File: src/hdl/mode_seq_pkg.sv
// Overview of operation
// - start in power-up state after power applied
// - antenna deployed: power-up goes to transponder
// - antenna not deployed: power-up goes startup
// - startup waits 45 min, deploys, then transponder
// - red led flashes during startup wait
// - 1 kHz intermittent beep during startup wait
// - transponder mode: transponder and low-rate telemetry
// - data mode: high-rate telemetry, transponder off
// - data mode ends after 24 h, renewable
// - uplink commands accepted in every mode except power-up
// - data-mode command enters data mode
`default_nettype none
package mode_seq_pkg;
    // ==========================================
    // timing
    localparam int unsigned CLK_HZ          = 10_000_000;  // core clock rate
    localparam int unsigned TONE_HZ         = 1000;        // beep pitch
    localparam int unsigned TICK_HZ         = 1;           // interval tick rate
    localparam int unsigned STARTUP_MIN     = 45;          // startup wait, minutes
    localparam int unsigned DATA_HOURS      = 24;          // data mode hold, hours
    localparam int unsigned STARTUP_TICKS   = STARTUP_MIN * 60 * TICK_HZ;
    localparam int unsigned DATA_TICKS      = DATA_HOURS * 3600 * TICK_HZ;
    localparam int unsigned TICK_DIV        = CLK_HZ / TICK_HZ;
    // toggle twice per tone period
    localparam int unsigned TONE_DIV        = CLK_HZ / (2 * TONE_HZ);
    localparam int unsigned CNT_W           = 32;          // interval counter width
    localparam int unsigned DIV_W           = 24;          // divider counter width
    // ==========================================
    // operating modes
    typedef enum logic [4:0] {
        ST_POWERUP = 5'h01,
        ST_STARTUP = 5'h02,
        ST_DEPLOY  = 5'h04,
        ST_XPDR    = 5'h08,
        ST_DATA    = 5'h10
    } mode_t;
endpackage : mode_seq_pkg
`default_nettype wire

File: src/hdl/rate_divider.sv
`timescale 1ns/1ps
`default_nettype none
// ==========================================
// free running divider giving one-cycle enables
module rate_divider
    import mode_seq_pkg::*;
#(
    parameter int unsigned DIV = 10
)(
    // clock and reset
    input  wire logic clk,
    input  wire logic rst,
    // divided enable pulse
    output logic      pulse
);
    logic [DIV_W-1:0] cnt_q;  // cycle count within period

    // wrap at DIV-1, pulse on wrap
    always_ff @(posedge clk or posedge rst)
    begin
        if (rst)
            cnt_q <= '0;
        else if (cnt_q == DIV_W'(DIV - 1))
            cnt_q <= '0;
        else
            cnt_q <= cnt_q + 1'b1;
    end

    assign pulse = (cnt_q == DIV_W'(DIV - 1));
endmodule : rate_divider
`default_nettype wire

File: src/hdl/satellite_mode_sequencer.sv
`timescale 1ns/1ps
`default_nettype none
// ==========================================
// operating mode sequencer for the housekeeping unit
module satellite_mode_sequencer
    import mode_seq_pkg::*;
#(
    parameter int unsigned STARTUP_T = STARTUP_TICKS,  // startup wait in ticks
    parameter int unsigned DATA_T    = DATA_TICKS,     // data hold in ticks
    parameter int unsigned TICK_D    = TICK_DIV,       // clocks per tick
    parameter int unsigned TONE_D    = TONE_DIV        // clocks per tone half
)(
    // clock and reset
    input  wire logic CORE_CLK,
    input  wire logic RST,
    // antenna and uplink
    input  wire logic ANT_DEPLOYED,
    input  wire logic DATA_CMD,
    input  wire logic XPDR_CMD,
    // antenna release
    output logic      ANT_DEPLOY,
    // radio enables
    output logic      XPDR_EN,
    output logic      LOW_TLM_EN,
    output logic      HIGH_TLM_EN,
    // startup indicators
    output logic      RED_LED,
    output logic      BEEPER,
    // mode report
    output mode_t     MODE
);
    // ==========================================
    // divided enables
    logic tick;      // interval tick
    logic tone_en;   // tone half-period enable

    rate_divider #(.DIV(TICK_D)) u_tick
    (
        .clk   (CORE_CLK),
        .rst   (RST),
        .pulse (tick)
    );

    rate_divider #(.DIV(TONE_D)) u_tone
    (
        .clk   (CORE_CLK),
        .rst   (RST),
        .pulse (tone_en)
    );

    // ==========================================
    // mode state
    mode_t            st_q;    // current mode
    mode_t            st_d;    // next mode
    logic [CNT_W-1:0] cnt_q;   // interval count in ticks
    logic             done_su; // startup wait elapsed
    logic             done_dm; // data hold elapsed

    assign done_su = tick && (cnt_q >= CNT_W'(STARTUP_T - 1));
    assign done_dm = tick && (cnt_q >= CNT_W'(DATA_T - 1));

    // next mode; uplink checked in every mode after power-up
    always_comb
    begin
        st_d = st_q;
        case (st_q)
            ST_POWERUP: st_d = ANT_DEPLOYED ? ST_XPDR : ST_STARTUP;
            ST_STARTUP: if (done_su) st_d = ST_DEPLOY;
            ST_DEPLOY:  st_d = ST_XPDR;
            ST_DATA:    if (done_dm) st_d = ST_XPDR;
            ST_XPDR:    st_d = ST_XPDR;
            default:    st_d = ST_POWERUP;
        endcase
        if (st_q != ST_POWERUP)
        begin
            if (DATA_CMD)
                st_d = ST_DATA;
            else if (XPDR_CMD)
                st_d = ST_XPDR;
        end
    end

    always_ff @(posedge CORE_CLK or posedge RST)
    begin
        if (RST)
            st_q <= ST_POWERUP;
        else
            st_q <= st_d;
    end

    // interval counter; restarts on any mode entry or data renewal
    always_ff @(posedge CORE_CLK or posedge RST)
    begin
        if (RST)
            cnt_q <= '0;
        else if (st_d != st_q || (st_q == ST_DATA && DATA_CMD))
            cnt_q <= '0;
        else if (tick)
            cnt_q <= cnt_q + 1'b1;
    end

    // ==========================================
    // indicators: led flashes at tick, beep gated at tick rate
    logic tone_q;   // 1 kHz square wave
    logic blink_q;  // flash and beep cadence

    always_ff @(posedge CORE_CLK or posedge RST)
    begin
        if (RST)
            tone_q <= 1'b0;
        else if (tone_en)
            tone_q <= ~tone_q;
    end

    always_ff @(posedge CORE_CLK or posedge RST)
    begin
        if (RST)
            blink_q <= 1'b0;
        else if (st_q != ST_STARTUP)
            blink_q <= 1'b0;
        else if (tick)
            blink_q <= ~blink_q;
    end

    // ==========================================
    // registered outputs
    always_ff @(posedge CORE_CLK or posedge RST)
    begin
        if (RST)
        begin
            ANT_DEPLOY  <= 1'b0;
            XPDR_EN     <= 1'b0;
            LOW_TLM_EN  <= 1'b0;
            HIGH_TLM_EN <= 1'b0;
            RED_LED     <= 1'b0;
            BEEPER      <= 1'b0;
            MODE        <= ST_POWERUP;
        end
        else
        begin
            ANT_DEPLOY  <= (st_d == ST_DEPLOY);
            XPDR_EN     <= (st_d == ST_XPDR);
            LOW_TLM_EN  <= (st_d == ST_XPDR);
            HIGH_TLM_EN <= (st_d == ST_DATA);
            RED_LED     <= (st_q == ST_STARTUP) && blink_q;
            BEEPER      <= (st_q == ST_STARTUP) && blink_q && tone_q;
            MODE        <= st_d;
        end
    end
endmodule : satellite_mode_sequencer
`default_nettype wire

File: config.mk
export PLATFORM = sky130hd
export DESIGN_NAME = satellite_mode_sequencer
export DESIGN_NICKNAME = d
export VERILOG_FILES = /design/src/hdl/mode_seq_pkg.sv /design/src/hdl/rate_divider.sv /design/src/hdl/satellite_mode_sequencer.sv
export SDC_FILE = /design/constraint.sdc
export NUM_CORES = 1
export LEC_CHECK = 0
export ABC_CLOCK_PERIOD_IN_PS = 3100
export BUFFER_PORTS_ARGS = -buffer_cell sky130_fd_sc_hd__buf_2
export CORE_ASPECT_RATIO = 0.6
export CORE_UTILIZATION = 40
export CTS_CLUSTER_DIAMETER = 40
export DETAILED_ROUTE_END_ITERATION = 7
export PLACE_DENSITY = 0.6
export SYNTH_ARGS = -nofsm -noshare
export SYNTH_HDL_FRONTEND = slang
export SYNTH_SLANG_ARGS = --single-unit
File: constraint.sdc
create_clock -name CORE_CLK -period 3.1 [get_ports CORE_CLK]
set_input_delay 0.62 -clock CORE_CLK [delete_from_list [all_inputs] [get_ports CORE_CLK]]
set_output_delay 0.62 -clock CORE_CLK [all_outputs]
set_load 0.02 [all_outputs]
Yosys cells after proc, flatten, opt, wreduce, memory -nomap -nowiden
Cells that the tools add are included.

storage, ports and cells
  register bits = 92
  bits of input ports = 5

operators by class
  order comparisons = 2
  reductions and logical operators = 9
  equality and inequality tests = 13
  muxes and demuxes = 13
  bitwise gates (word level) = 2
  $add $sub $neg = 3

operators by type and width
  kind                                                                                   number
  32-bit 2-to-1 mux                                                                      2
  24-bit by 1-bit adder with 24-bit output, second input constant                        2
  24-bit 2-to-1 mux                                                                      2
  32-bit by 1-bit adder with 32-bit output, second input constant                        1
  32-bit by 12-bit greater-or-equal comparator with 1-bit output, second input constant  1
  32-bit by 17-bit greater-or-equal comparator with 1-bit output, second input constant  1
  5-bit 2-to-1 mux                                                                       5
  24-bit by 13-bit equality test with 1-bit output, second input constant                1
  24-bit equality test, second input constant                                            1
  5-bit case mux with 4 select lines                                                     1
  5-bit by 3-bit equality test with 1-bit output, second input constant                  2
  5-bit by 4-bit equality test with 1-bit output, second input constant                  2
  5-bit equality test, second input constant                                             2
  5-bit by 1-bit equality test with 1-bit output, second input constant                  1
  5-bit by 2-bit equality test with 1-bit output, second input constant                  1
  1-bit logical AND                                                                      5
  5-bit by 1-bit != test with 1-bit output, second input constant                        1
  5-bit by 2-bit != test with 1-bit output, second input constant                        1
  5-bit != test                                                                          1
  4-bit 2-to-1 mux                                                                       1
  2-bit nonzero test                                                                     2
  1-bit 2-to-1 mux                                                                       2
  1-bit NOT                                                                              2
  2-bit OR reduction                                                                     1
  1-bit logical OR                                                                       1

Longest topological paths before layout
  word-level depth = 10
  depth in mapped cells = 8

Hierarchy
From an unflattened synthesis, not the netlist that was laid out.

second synthesis, totals
  cell total of the unflattened synthesis = 503
  area total of the unflattened synthesis = 5,076.1 µm²

modules (own cells, without submodules)
  module                    cells an instance  area each (µm²)  instances  seq. area each (µm²)
  satellite_mode_sequencer  279                2,710.1          1          1,102.3
  rate_divider at u_tick    115                1,194.9          1          600.6
  rate_divider at u_tone    109                1,171.1          1          600.6

Worst setup path after synthesis
No wires, ideal clock.

  path kind = register to register
  start = reg u_tick.cnt_q[8]
  end = reg cnt_q[10]
  buffers on the path = 2
  setup slack = 0.454 ns
  clock period less this slack = 2.646 ns
  arrival time = 2.527 ns
  setup time = 0.119 ns
  data required time = 2.981 ns
  stages on the path, launching flop included = 9
  path through = dfrtp_1 or4b_1 or4b_1 buf_6 or3_1 o21ba_2 o211ai_2 buf_4 nor2_1

on the way
  cells in the longest elaborated chain, start to end = 10

ends and longest elaborated chain
  element                                                         RTL line                                                        RTL
  start, declared                                                 rate_divider.sv:16                                              logic [DIV_W-1:0] cnt_q;
  start signal, assigned                                          rate_divider.sv:26                                              cnt_q <= cnt_q + 1'b1;
  24-bit equality test (*)                                        rate_divider.sv:29                                              assign pulse = (cnt_q == DIV_W'(DIV - 1));
  1-bit logical AND, on equally long branches                     satellite_mode_sequencer.sv:60, satellite_mode_sequencer.sv:59
  5-bit 2-to-1 mux, on equally long branches                      satellite_mode_sequencer.sv:70, satellite_mode_sequencer.sv:68
  5-bit case mux with 4 select lines                              satellite_mode_sequencer.sv:66                                  case (st_q)
  5-bit 2-to-1 mux                                                satellite_mode_sequencer.sv:78                                  else if (XPDR_CMD)
  5-bit 2-to-1 mux                                                satellite_mode_sequencer.sv:76                                  if (DATA_CMD)
  5-bit 2-to-1 mux                                                satellite_mode_sequencer.sv:74                                  if (st_q != ST_POWERUP)
  5-bit != test                                                   satellite_mode_sequencer.sv:96                                  else if (st_d != st_q || (st_q == ST_DATA && DATA_CMD))
  1-bit logical OR                                                satellite_mode_sequencer.sv:96
  32-bit 2-to-1 mux / 2-bit nonzero test (equally long branches)  -
  end signal, assigned                                            satellite_mode_sequencer.sv:99                                  cnt_q <= cnt_q + 1'b1;
  end, declared                                                   satellite_mode_sequencer.sv:55                                  logic [CNT_W-1:0] cnt_q;

Every way passes the cells marked *; elsewhere a longest branch is shown, timed or not.
A chain may end at the register's enable or synchronous reset.

Worst setup path after layout
  start = reg u_tick.cnt_q[8]
  end = reg cnt_q[5]

The elaborated chain is that of the path after synthesis.

==> summary.txt <==
Synth warnings -> 0
Startpoint Class -> flip-flop
worst slack, placed -> 0.1611 ns
count leader, synth -> dfrtp_1
vias in the first global route -> 3214
Final Non-Filler Cells -> 663
die area -> 12210 sq um
critical path fanouts, max -> 32
setup repair bufs after CTS -> 0
CP max stage cell -> or4b_1
max incr delay on CP -> 0.54 ns
Root Driver -> clkbuf_16
row cnt -> 30
required time of the critical path -> 3.31 ns
Area Overhead vs Synth -> 13.36%
antenna diode count -> 0
Num CTS Buffers -> 9
CTS tree -> built
Worst Hold Class -> input pin to asynchronous set/reset pin
critical path's top delay family -> simple AND/OR/NAND/NOR gates
Cells after Synth -> 475
IO buf count -> 15
final hold violation count -> 0
Initial Utilization -> 41.34%
DRC -> 0
Final Cycle Share -> 90.83%
Sink Count -> 92
synthesized flop and latch total -> 92
register area share after synthesis -> 48.99%
fin nets -> 507
Worst Skew -> 0.007392 ns
H-tree levels -> 3
clock tree buffer depth -> 2
fmax -> 355.1 MHz
total number of vias -> 3529
Buf+Inv Stages, Crit Path -> 1
grt total ovfl -> 0
mean post-synth cell area -> 9.899 sq um
kind of critical path -> flip-flop to flip-flop
Setup crit end kind -> flip-flop
Commonest cells post-synth -> 91 x dfrtp_1, 70 x nor2_1, 44 x xor2_1
Yosys top cell area share -> 48.43%
Worst-Skew Late Latency -> 0.34 ns
DRT Pass-1 Iters -> 5
Die X -> 142.0 microns
worst reg2reg startpoint -> u_tick.cnt_q[8]
Mapped Nets -> 484
largest net degree at the start of global routing -> 33
Rel. slew slack -> 54.27%
All-Layer GR Usage -> 17.45%
Worst-path clk slew -> 0.06 ns
global-route wire length before repair -> 16680 microns
status -> complete, no violations
post-cts sizing count -> 0
final WL -> 9769 microns
initial antenna violation count -> 0
critical-path cell list -> or4b_1 -> or4b_1 -> or3_1 -> o21ba_2 -> o211ai_2 -> buf_4 -> nor2_1
final worst slack -> 0.2842 ns
fraction of registers with async set/reset -> 100.0%
Pwr Density -> 484.7 nW/um^2
count of cell types in the netlist -> 56
Critical Path Source -> u_tick.cnt_q[8]
final max-slew violation count -> 0
core area -> 11370 sq um
Cells after DPL -> 647
Synth Cell Area -> 4702 sq um
# IOs -> 16
share of layout cells above drive strength 1 -> 10.54%
hold_buf cts -> 0
Leakage -> 2.311 nW
top cells by area, synth -> dfrtp_1 48%, xor2_1 8.2%, nor2_1 5.6%
DRT iter0 DRCs -> 221
Placer Congestion -> 0.8859
Synth area leader -> dfrtp_1
Critical Path AT -> 3.03 ns
vias per cell -> 5.323
Worst Max-Slew Pin Slew -> 0.6807 ns
number of flops mapped to enable cells by yosys -> 0
Power Total -> 0.002584 W
Routed WL per cell -> 14.73 microns
VDD IR-drop max -> 0.3034 mV
final setup fails -> 0
top_reg_cell synth -> dfrtp_1
CP most frequent cell -> or4b_1
Setup TNS Final -> 0 ns
Post-DRT Antenna Nets -> 0
Tmin final -> 2.816 ns
Max Cap Viol -> 0
final core utilization -> 46.86%
Die Y -> 85.98 microns
Post-DP HPWL -> 6965 microns
unrepaired setup endpoints after global routing -> no
-- routing by layer --
metal,part of all wire [%],wire length (microns),up-vias,track usage [%]
met4,0.58,57,0,3.812
li1,-,-,1729,-
met1,55,5366,1720,28.72
met3,5.4,526,7,4.523
met2,39,3818,73,21.81
met5,0,0,-,0
-- placed cells by master (no fill, tap or decap), types with 12 or more instances in the layout --
master	Yosys	final
nand4_1	22	22
nor2_1	70	70
nand3_1	31	31
xnor2_1	30	30
nand2_1	34	34
and3_1	17	17
dfrtp_1	91	91
buf_2	1	15
xor2_1	44	44
o21ai_0	12	12
nor3_1	14	13
-- logic make-up after synthesis --
family / Yosys count / share of synthesized area (%)
xor gates and xnor gates: 74 / 13.78
AOI/OAI and AO/OA: 37 / 5.562
and+or+nand+nor: 246 / 28.21
buffers and inverters: 21 / 2.182
muxes: 1 / 0.2129
DFF: 92 / 48.99
adders and majority gates: 4 / 1.064
-- worst paths after layout --
check,slack [ns],cells past startpoint,end
setup / recovery,0.28,7,cnt_q[5]
hold / removal,0.31,2,u_tick.cnt_q[2]
setup reg to reg,0.28,7,cnt_q[5]
hold reg to reg,0.47,1,tone_q
max in group asynchronous,2.05,3,u_tick.cnt_q[19]
min in group CORE_CLK,0.47,1,tone_q
-- where the power goes --
group / internal (W) / switching [W]
clock network: 0.000790 / 0.000458
registers: 0.00121 / 0.0000134
logic: 0.0000348 / 0.0000804
-- final cells by class --
cell class / instances / area (sq um)
clock buffer: 10 / 229.0
clock inverter: 6 / 111.4
fill: 1086 / 6043
inverter: 7 / 27.53
multi-input combinational: 362 / 2301
sequential: 92 / 2303
tap: 160 / 200.2
timing repair buffer: 26 / 157.7
-- registers in the layout, indices dropped and copies added, names as in the netlist --
register      flops
ANT_DEPLOY        1
BEEPER            1
HIGH_TLM_EN       1
LOW_TLM_EN        1
MODE              5
RED_LED           1
blink_q           1
cnt_q            32
tone_q            1
u_tick.cnt_q     24
u_tone.cnt_q     24
-- stage by stage --
step	hold WS (ns)	cell area [sq um]
floorplan	0.4337	4702
global placement	0.4479	4990
detailed placement	0.4675	4990
CTS	0.3285	5330
global route	0.3471	5330
finish	0.3089	5330
Power figures use the tool's default switching activity.
